`src/pcs_pkg.sv`:
```
package pcs_pkg;

	// ----------------------------------------------------------------
	// Register map
	// ----------------------------------------------------------------
	localparam int ADDR_W = 16;
	localparam int DATA_W = 16;
	localparam logic [15:0] PIN_SEVEN_PAD_ADDR = 16'hF7A2;
	localparam logic [15:0] CLOCK_OUTPUT_PAD_ADDR = 16'hF7A3;
	localparam logic [15:0] SOFT_RESET_ADDR = 16'hF890;
	localparam logic [15:0] PLL_BASE_ADDR = 16'hF000;
	localparam int PLL_WORDS = 7;

	// ----------------------------------------------------------------
	// Pad register field layout
	// ----------------------------------------------------------------
	localparam int PAD_W = 5;
	localparam int PULL_BIT = 4;
	localparam int SLEW_LSB = 2;
	localparam int SLEW_MSB = 3;
	localparam int DRIVE_LSB = 0;
	localparam int DRIVE_MSB = 1;
	localparam logic [4:0] PIN_SEVEN_PAD_RESET = 5'h18;
	localparam logic [4:0] CLOCK_OUTPUT_PAD_RESET = 5'h08;

	// ----------------------------------------------------------------
	// Soft reset register
	// ----------------------------------------------------------------
	localparam int SOFT_BIT = 0;
	localparam logic SOFT_RESET_BIT_RESET = 1'b1;
	localparam logic [15:0] PLL_WORD_RESET = 16'h0000;

	typedef enum logic {
		PCS_NORMAL,
		PCS_SOFT_RESET
	} pcs_mode_type;

endpackage : pcs_pkg

```
`src/pcs_pad_soft_reset.sv`:
```
`timescale 1ns/1ps
// Contract
// - Pin seven pad: pulldown, slew, drive; reset 0x18
// - Clock output pad: same fields, reset 0x08
// - Soft reset bit 0, active low, resets 1
// - Soft reset returns both pad registers to defaults
// - PLL registers survive soft reset
// - Slave ports and PLL writes work during reset
// - SPI slave mode kept through soft reset
module pcs_pad_soft_reset #(
	parameter int PLL_COUNT = pcs_pkg::PLL_WORDS
) (
	input wire logic CLK,
	input wire logic RST_B,
	input wire logic [pcs_pkg::ADDR_W-1:0] REG_ADDR,
	input wire logic REG_WR,
	input wire logic REG_RD,
	input wire logic [pcs_pkg::DATA_W-1:0] REG_WDATA,
	output logic [pcs_pkg::DATA_W-1:0] REG_RDATA,
	output logic REG_RVALID,
	input wire logic SPI_MODE_SELECT,
	output logic SPI_MODE,
	output logic SOFT_RESET_ACTIVE,
	output logic PIN_SEVEN_PULLDOWN_ENABLE,
	output logic [1:0] PIN_SEVEN_SLEW_SELECT,
	output logic [1:0] PIN_SEVEN_DRIVE_SELECT,
	output logic CLOCK_OUTPUT_PULLDOWN_ENABLE,
	output logic [1:0] CLOCK_OUTPUT_SLEW_SELECT,
	output logic [1:0] CLOCK_OUTPUT_DRIVE_SELECT,
	output logic [pcs_pkg::DATA_W-1:0] PLL_CONTROL_WORD_A
);
	import pcs_pkg::*;

	// The word index is three bits wide, so eight words at the most
	if (PLL_COUNT < 1 || PLL_COUNT > 8) begin : g_bad_count
		$error("PLL_COUNT must be 1 to 8");
	end

	// ----------------------------------------------------------------
	// Helpers
	// ----------------------------------------------------------------
	function automatic logic [PAD_W-1:0] pad_field(
		input logic [DATA_W-1:0] d);
		pad_field = d[PAD_W-1:0];
	endfunction : pad_field

	function automatic logic [DATA_W-1:0] widen_pad(
		input logic [PAD_W-1:0] p);
		widen_pad = {{(DATA_W-PAD_W){1'b0}}, p};
	endfunction : widen_pad

	function automatic logic is_pll(input logic [ADDR_W-1:0] a);
		logic [ADDR_W-1:0] off;
		off = a - PLL_BASE_ADDR;
		is_pll = (a >= PLL_BASE_ADDR) && (off < ADDR_W'(PLL_COUNT));
	endfunction : is_pll

	// ----------------------------------------------------------------
	// State
	// ----------------------------------------------------------------
	pcs_mode_type mode;
	logic [PAD_W-1:0] pin_seven_pad;
	logic [PAD_W-1:0] clock_output_pad;
	logic [DATA_W-1:0] pll_word [PLL_COUNT];
	logic spi_mode;
	logic soft_active;
	logic wr_pad7;
	logic wr_clk_pad;
	logic wr_soft;
	logic [ADDR_W-1:0] pll_off;
	logic [2:0] pll_idx;

	assign soft_active = (mode == PCS_SOFT_RESET);
	assign wr_pad7 = REG_WR && (REG_ADDR == PIN_SEVEN_PAD_ADDR);
	assign wr_clk_pad = REG_WR && (REG_ADDR == CLOCK_OUTPUT_PAD_ADDR);
	assign wr_soft = REG_WR && (REG_ADDR == SOFT_RESET_ADDR);
	assign pll_off = REG_ADDR - PLL_BASE_ADDR;
	assign pll_idx = pll_off[2:0];

	// ----------------------------------------------------------------
	// Soft reset control
	// ----------------------------------------------------------------
	// Stays in soft reset until software writes the bit back to one,
	// so the bit itself must remain writable while both pad registers are
	// held at their defaults.
	always_ff @(posedge CLK or negedge RST_B) begin
		if (!RST_B) begin
			mode <= PCS_NORMAL;
		end else if (wr_soft) begin
			case (REG_WDATA[SOFT_BIT])
				1'b0: mode <= PCS_SOFT_RESET;
				1'b1: mode <= PCS_NORMAL;
				default: mode <= PCS_NORMAL;
			endcase
		end
	end

	// ----------------------------------------------------------------
	// Pad configuration registers
	// ----------------------------------------------------------------
	// Only the low field bits are stored; reserved bits have no flops.
	always_ff @(posedge CLK or negedge RST_B) begin
		if (!RST_B) begin
			pin_seven_pad <= PIN_SEVEN_PAD_RESET;
		end else if (soft_active) begin
			pin_seven_pad <= PIN_SEVEN_PAD_RESET;
		end else if (wr_pad7) begin
			pin_seven_pad <= pad_field(REG_WDATA);
		end
	end

	always_ff @(posedge CLK or negedge RST_B) begin
		if (!RST_B) begin
			clock_output_pad <= CLOCK_OUTPUT_PAD_RESET;
		end else if (soft_active) begin
			clock_output_pad <= CLOCK_OUTPUT_PAD_RESET;
		end else if (wr_clk_pad) begin
			clock_output_pad <= pad_field(REG_WDATA);
		end
	end

	// ----------------------------------------------------------------
	// PLL words, kept across soft reset
	// ----------------------------------------------------------------
	always_ff @(posedge CLK or negedge RST_B) begin
		if (!RST_B) begin
			for (int i = 0; i < PLL_COUNT; i++)
				pll_word[i] <= PLL_WORD_RESET;
		end else if (REG_WR && is_pll(REG_ADDR)) begin
			pll_word[pll_idx] <= REG_WDATA;
		end
	end

	// ----------------------------------------------------------------
	// Control port mode
	// ----------------------------------------------------------------
	// Only the pin reset clears SPI mode; soft reset has no path here.
	always_ff @(posedge CLK or negedge RST_B) begin
		if (!RST_B) begin
			spi_mode <= 1'b0;
		end else if (SPI_MODE_SELECT) begin
			spi_mode <= 1'b1;
		end
	end

	// ----------------------------------------------------------------
	// Read port
	// ----------------------------------------------------------------
	// Reads are served during soft reset too; the pad registers show default values from its second cycle on.
	always_ff @(posedge CLK or negedge RST_B) begin
		if (!RST_B) begin
			REG_RDATA <= '0;
			REG_RVALID <= 1'b0;
		end else begin
			REG_RVALID <= REG_RD;
			if (REG_RD) begin
				if (REG_ADDR == PIN_SEVEN_PAD_ADDR)
					REG_RDATA <= widen_pad(pin_seven_pad);
				else if (REG_ADDR == CLOCK_OUTPUT_PAD_ADDR)
					REG_RDATA <= widen_pad(clock_output_pad);
				else if (REG_ADDR == SOFT_RESET_ADDR)
					REG_RDATA <= {15'h0000, ~soft_active};
				else if (is_pll(REG_ADDR))
					REG_RDATA <= pll_word[pll_idx];
				else
					REG_RDATA <= '0;
			end
		end
	end

	// ----------------------------------------------------------------
	// Outputs
	// ----------------------------------------------------------------
	assign SPI_MODE = spi_mode;
	assign SOFT_RESET_ACTIVE = soft_active;
	assign PIN_SEVEN_PULLDOWN_ENABLE = pin_seven_pad[PULL_BIT];
	assign PIN_SEVEN_SLEW_SELECT = pin_seven_pad[SLEW_MSB:SLEW_LSB];
	assign PIN_SEVEN_DRIVE_SELECT = pin_seven_pad[DRIVE_MSB:DRIVE_LSB];
	assign CLOCK_OUTPUT_PULLDOWN_ENABLE = clock_output_pad[PULL_BIT];
	assign CLOCK_OUTPUT_SLEW_SELECT = clock_output_pad[SLEW_MSB:SLEW_LSB];
	assign CLOCK_OUTPUT_DRIVE_SELECT =
		clock_output_pad[DRIVE_MSB:DRIVE_LSB];
	assign PLL_CONTROL_WORD_A = pll_word[0];
endmodule : pcs_pad_soft_reset

```
`config.mk`:
```
export PLATFORM = sky130hd
export DESIGN_NAME = pcs_pad_soft_reset
export DESIGN_NICKNAME = d
export VERILOG_FILES = /design/src/pcs_pkg.sv /design/src/pcs_pad_soft_reset.sv
export SDC_FILE = /design/constraint.sdc
export NUM_CORES = 1
export LEC_CHECK = 0
export ABC_AREA = 1
export ABC_CLOCK_PERIOD_IN_PS = 1230
export BUFFER_PORTS_ARGS = -buffer_cell sky130_fd_sc_hd__buf_2
export CORE_MARGIN = 2
export CORE_UTILIZATION = 31
export DETAILED_ROUTE_END_ITERATION = 7
export PLACE_DENSITY = 0.56
export SLEW_MARGIN = 20
export SYNTH_ARGS = -nofsm -noshare
export SYNTH_HDL_FRONTEND = slang
export SYNTH_SLANG_ARGS = --single-unit
```
`constraint.sdc`:
```
create_clock -name CLK -period 1.23 [get_ports CLK]
set_clock_uncertainty 0.05 [all_clocks]
set_input_delay 0 -clock CLK [delete_from_list [all_inputs] [get_ports CLK]]
set_output_delay 0 -clock CLK [all_outputs]
set_load 0.02 [all_outputs]
```
==> impl_metrics.yaml <==
timing:
  finalSetupViolations: 0
  grt_setup_unrepaired: "yes"
  layout_worst_path_cycle_share: 0.979
  hold_violations: 0
  fin_tns_setup_ps: 0
  worst_slew_margin_rel: 0.746
  finalMaxSlewViolations: 0
  fmaxAchievable_mhz: 830
  period_minus_ws_final_ps: 1200
  worstMarginPinSlew_ps: 381
setup_path:
  crit_fanout: 2
  critical_path_buf_inv_count: 1
  worst_path_max_delay_cell: "sky130_fd_sc_hd__dfrtp_1"
  critical_path.endpoint_type: "register"
  critical-path-max-stage-delay_ps: 380
  arrival_ps: 1470
  critical_path.cell_chain: "inv_1 > nand2_1 > nand2_1 > nand3_1 > nand2_1 > nor2_1 > nand2_1 > nand3_2 > nand2_1 > nand2_1"
  start_kind: "register"
  worstPathRequired_ps: 1490
  criticalPathCategory: "register to register"
  path_common_cell: "sky130_fd_sc_hd__nand2_1"
  cpLargestDelayFamily: "simple AND/OR/NAND/NOR gates"
synthesis:
  syn_nets: 858
  yosysWarningCount: 0
  postSynthAreaPerCell_sq_um: 8.38
  synth_top_cell_area_share: 0.502
  synth-edff-count: 0
  synthMostInstantiatedCell: "sky130_fd_sc_hd__nand2_1"
  netlist_top_cells_area: "sky130_fd_sc_hd__dfrtp_1 (50%), sky130_fd_sc_hd__nand2_1 (15%), sky130_fd_sc_hd__o21ai_1 (6.8%)"
  post_synth_inst_count: 821
  post_synthesis_instance_area_sq_um: 6880
  unique_masters_post_synth: 30
  yosys.area.top_type: "sky130_fd_sc_hd__dfrtp_1"
  ys_seq_area_frac: 0.514
  synth_flop_cell: "sky130_fd_sc_hd__dfrtp_1"
  postSynthRegisterBits: 141
  asr_flop_ratio_synth: 1.00
  ys_top_cells_by_count: "sky130_fd_sc_hd__nand2_1 (268), sky130_fd_sc_hd__dfrtp_1 (138), sky130_fd_sc_hd__o21ai_1 (93), sky130_fd_sc_hd__nor2_1 (70), sky130_fd_sc_hd__nand3_1 (43)"
clock_tree:
  clk_root_buffer_cell: "sky130_fd_sc_hd__clkbuf_16"
  clock_sink_count: 141
  worst_setup_hold_path_clk_slew_ps: 60
  numCtsBuffers: 17
  cts.htree.levels: 4
  clockBufferDepth: 2
  insertion_delay_ps: 420
  clock_tree_from_tritoncts: "done"
power:
  ir_drop_mv: 0.858
  power.share.switching: 0.217
  pwr_density_cell_nw_per_um2: 1290
  cellInternalPower_mw: 8.93
  power_leakage_nw: 4.46
  power.share.sequential: 0.407
  fin_total_pwr_mw: 11.4
  power_switching_mw: 2.48
  power.share.combinational: 0.074
  clock_power_share: 0.518
placed_design:
  gp_congestion: 0.822
  hpwlAfterDp_um: 13100
  buffer_ports.inserted: 81
  postPlaceCellArea_sq_um: 7860
die:
  core_region_area_sq_um: 21800
  num_io_pins: 82
  design.die.area_sq_um: 23400
  floorplan.rows: 54
  die_w_um: 153
  initial_core_utilization: 0.315
  die_height_um: 153
drt:
  wl_um: 18500
  wl_per_cell_um: 14.8
  first_pass_iters: 6
  vias_post_dr: 5788
  remaining_drc_errors: 0
  drt_iter0_drc: 349
  ant_nets: 0
  drt-vias-per-instance: 4.64
hold_path:
  min-delay-path-class: "primary input to register"
flow_run:
  drv.max_cap_violation_count: 0
final_layout:
  fraction_of_final_layout_cells_with_drive_strength_greater_than_1: 0.251
  area_growth_syn_to_layout_pct: 28.1
  share_of_the_core_filled_with_cells_in_the_final_layout: 0.404
  antenna_cells_inserted: 0
  finalInstanceArea_sq_um: 8810
  finish.net_count: 991
global_routing:
  first_global_vias: 5756
  grt_start_max_net_pins: 58
  global_route.overflow_total: 0
  grt_pass1_wl_um: 30600
  antenna_found_initial: 0
  grt_total_usage: 0.164
outcome:
  outcome: "completed"
worst min-delay path: cells and delay by family:
family	cells	cell delay, ps
AND/OR/NAND/NOR	4	240
buffers and inverters	2	160
AO/OA/AOI/OAI	1	70
final timing paths:
kind | startpoint | to | slack, ps | depth (start not counted)
worst max-delay path | pll_word[49]$_DFFE_PN0P_ | REG_RDATA[1]$_DFFE_PN0P_ | 30 | 10
worst min-delay path | REG_ADDR[4] | SOFT_RESET_ACTIVE$_DFFE_PN0P_ | 50 | 7
worst max register to register | pll_word[49]$_DFFE_PN0P_ | REG_RDATA[1]$_DFFE_PN0P_ | 30 | 10
worst min register to register | REG_RDATA[8]$_DFFE_PN0P_ | REG_RDATA[8]$_DFFE_PN0P_ | 420 | 2
max in group asynchronous | RST_B | pll_word[67]$_DFFE_PN0P_ | 470 | 3
min in group asynchronous | RST_B | pll_word[64]$_DFFE_PN0P_ | 80 | 3
cells in the final DEF, fill, tap and decap left out, types with 3 or more instances in the layout:
master,count
sky130_fd_sc_hd__a21oi_1,10
sky130_fd_sc_hd__buf_12,15
sky130_fd_sc_hd__buf_2,80
sky130_fd_sc_hd__buf_4,56
sky130_fd_sc_hd__bufinv_16,6
sky130_fd_sc_hd__clkbuf_16,17
sky130_fd_sc_hd__clkbuf_8,3
sky130_fd_sc_hd__dfrtp_1,138
sky130_fd_sc_hd__dfstp_2,3
sky130_fd_sc_hd__dlygate4sd3_1,21
sky130_fd_sc_hd__inv_1,34
sky130_fd_sc_hd__inv_2,11
sky130_fd_sc_hd__nand2_1,266
sky130_fd_sc_hd__nand2_4,8
sky130_fd_sc_hd__nand3_1,39
sky130_fd_sc_hd__nand3_2,4
sky130_fd_sc_hd__nand4_1,4
sky130_fd_sc_hd__nor2_1,69
sky130_fd_sc_hd__nor2_4,5
sky130_fd_sc_hd__nor3_1,3
sky130_fd_sc_hd__o211ai_1,5
sky130_fd_sc_hd__o21ai_0,25
sky130_fd_sc_hd__o21ai_1,95
sky130_fd_sc_hd__o21ai_2,21
sky130_fd_sc_hd__o22ai_1,11
cell type report:
type,count,area (sq um)
tap,280,350
sequential,141,3530
clock inverter,10,209
inverter,45,169
multi-input combinational,576,2740
timing repair buffer,173,1340
fill,2239,13000
clock buffer,22,474
timing repair:
| action | in CTS | in global routing |
|---|---|---|
| setup endpoints to repair | 0 | 119 |
| hold endpoints to repair | 250 | 0 |
| hold buffers | 21 | 0 |
| setup buffers | 0 | 4 |
| gates resized for setup | 0 | 11 |
per-layer routing:
| layer | GRT usage | share of wire |
|---|---|---|
| met1 | 0.212 | 0.46 |
| met4 | 0.0467 | 0.012 |
| met5 | 0 | 0 |
| met3 | 0.0289 | 0.030 |
| met2 | 0.285 | 0.50 |
stage by stage:
| stage | std cells | hold slack (ps) | setup slack [ps] |
|---|---|---|---|
| 6_report | 1247 | 48.1 | 25.5 |
| 5_1_grt | 1247 | 71.2 | -101 |
| 4_1_cts | 1243 | 25.3 | 0.560 |
| 3_5_place_dp | 1190 | -248 | -260 |
| 3_3_place_gp | 1190 | -245 | -270 |
| 2_1_floorplan | 821 | -346 | 21.0 |
sequential cells by signal, summed over array words and instances, names as in the netlist:
signal	count
pin_seven_pad	5
REG_RVALID	1
clock_output_pad	5
SOFT_RESET_ACTIVE	1
pll_word	96
PLL_CONTROL_WORD_A	16
REG_RDATA	16
SPI_MODE	1
power groups by stage:
stage / Clock (mW) / Combinational [mW] / Sequential (mW)
2_1_floorplan: 0 / 0.337 / 4.73
3_3_place_gp: 0 / 0.808 / 4.73
3_5_place_dp: 0 / 0.811 / 4.73
4_1_cts: 6.04 / 0.867 / 4.64
5_1_grt: 6.26 / 0.944 / 4.64
6_report: 5.91 / 0.848 / 4.64
cells by family after synthesis:
family / after synthesis / share of synthesized area
simple gates: 406 / 0.252
compound gates: 170 / 0.142
flops: 141 / 0.514
buf+inv: 104 / 0.0926
(Power assumes the default switching activity.)
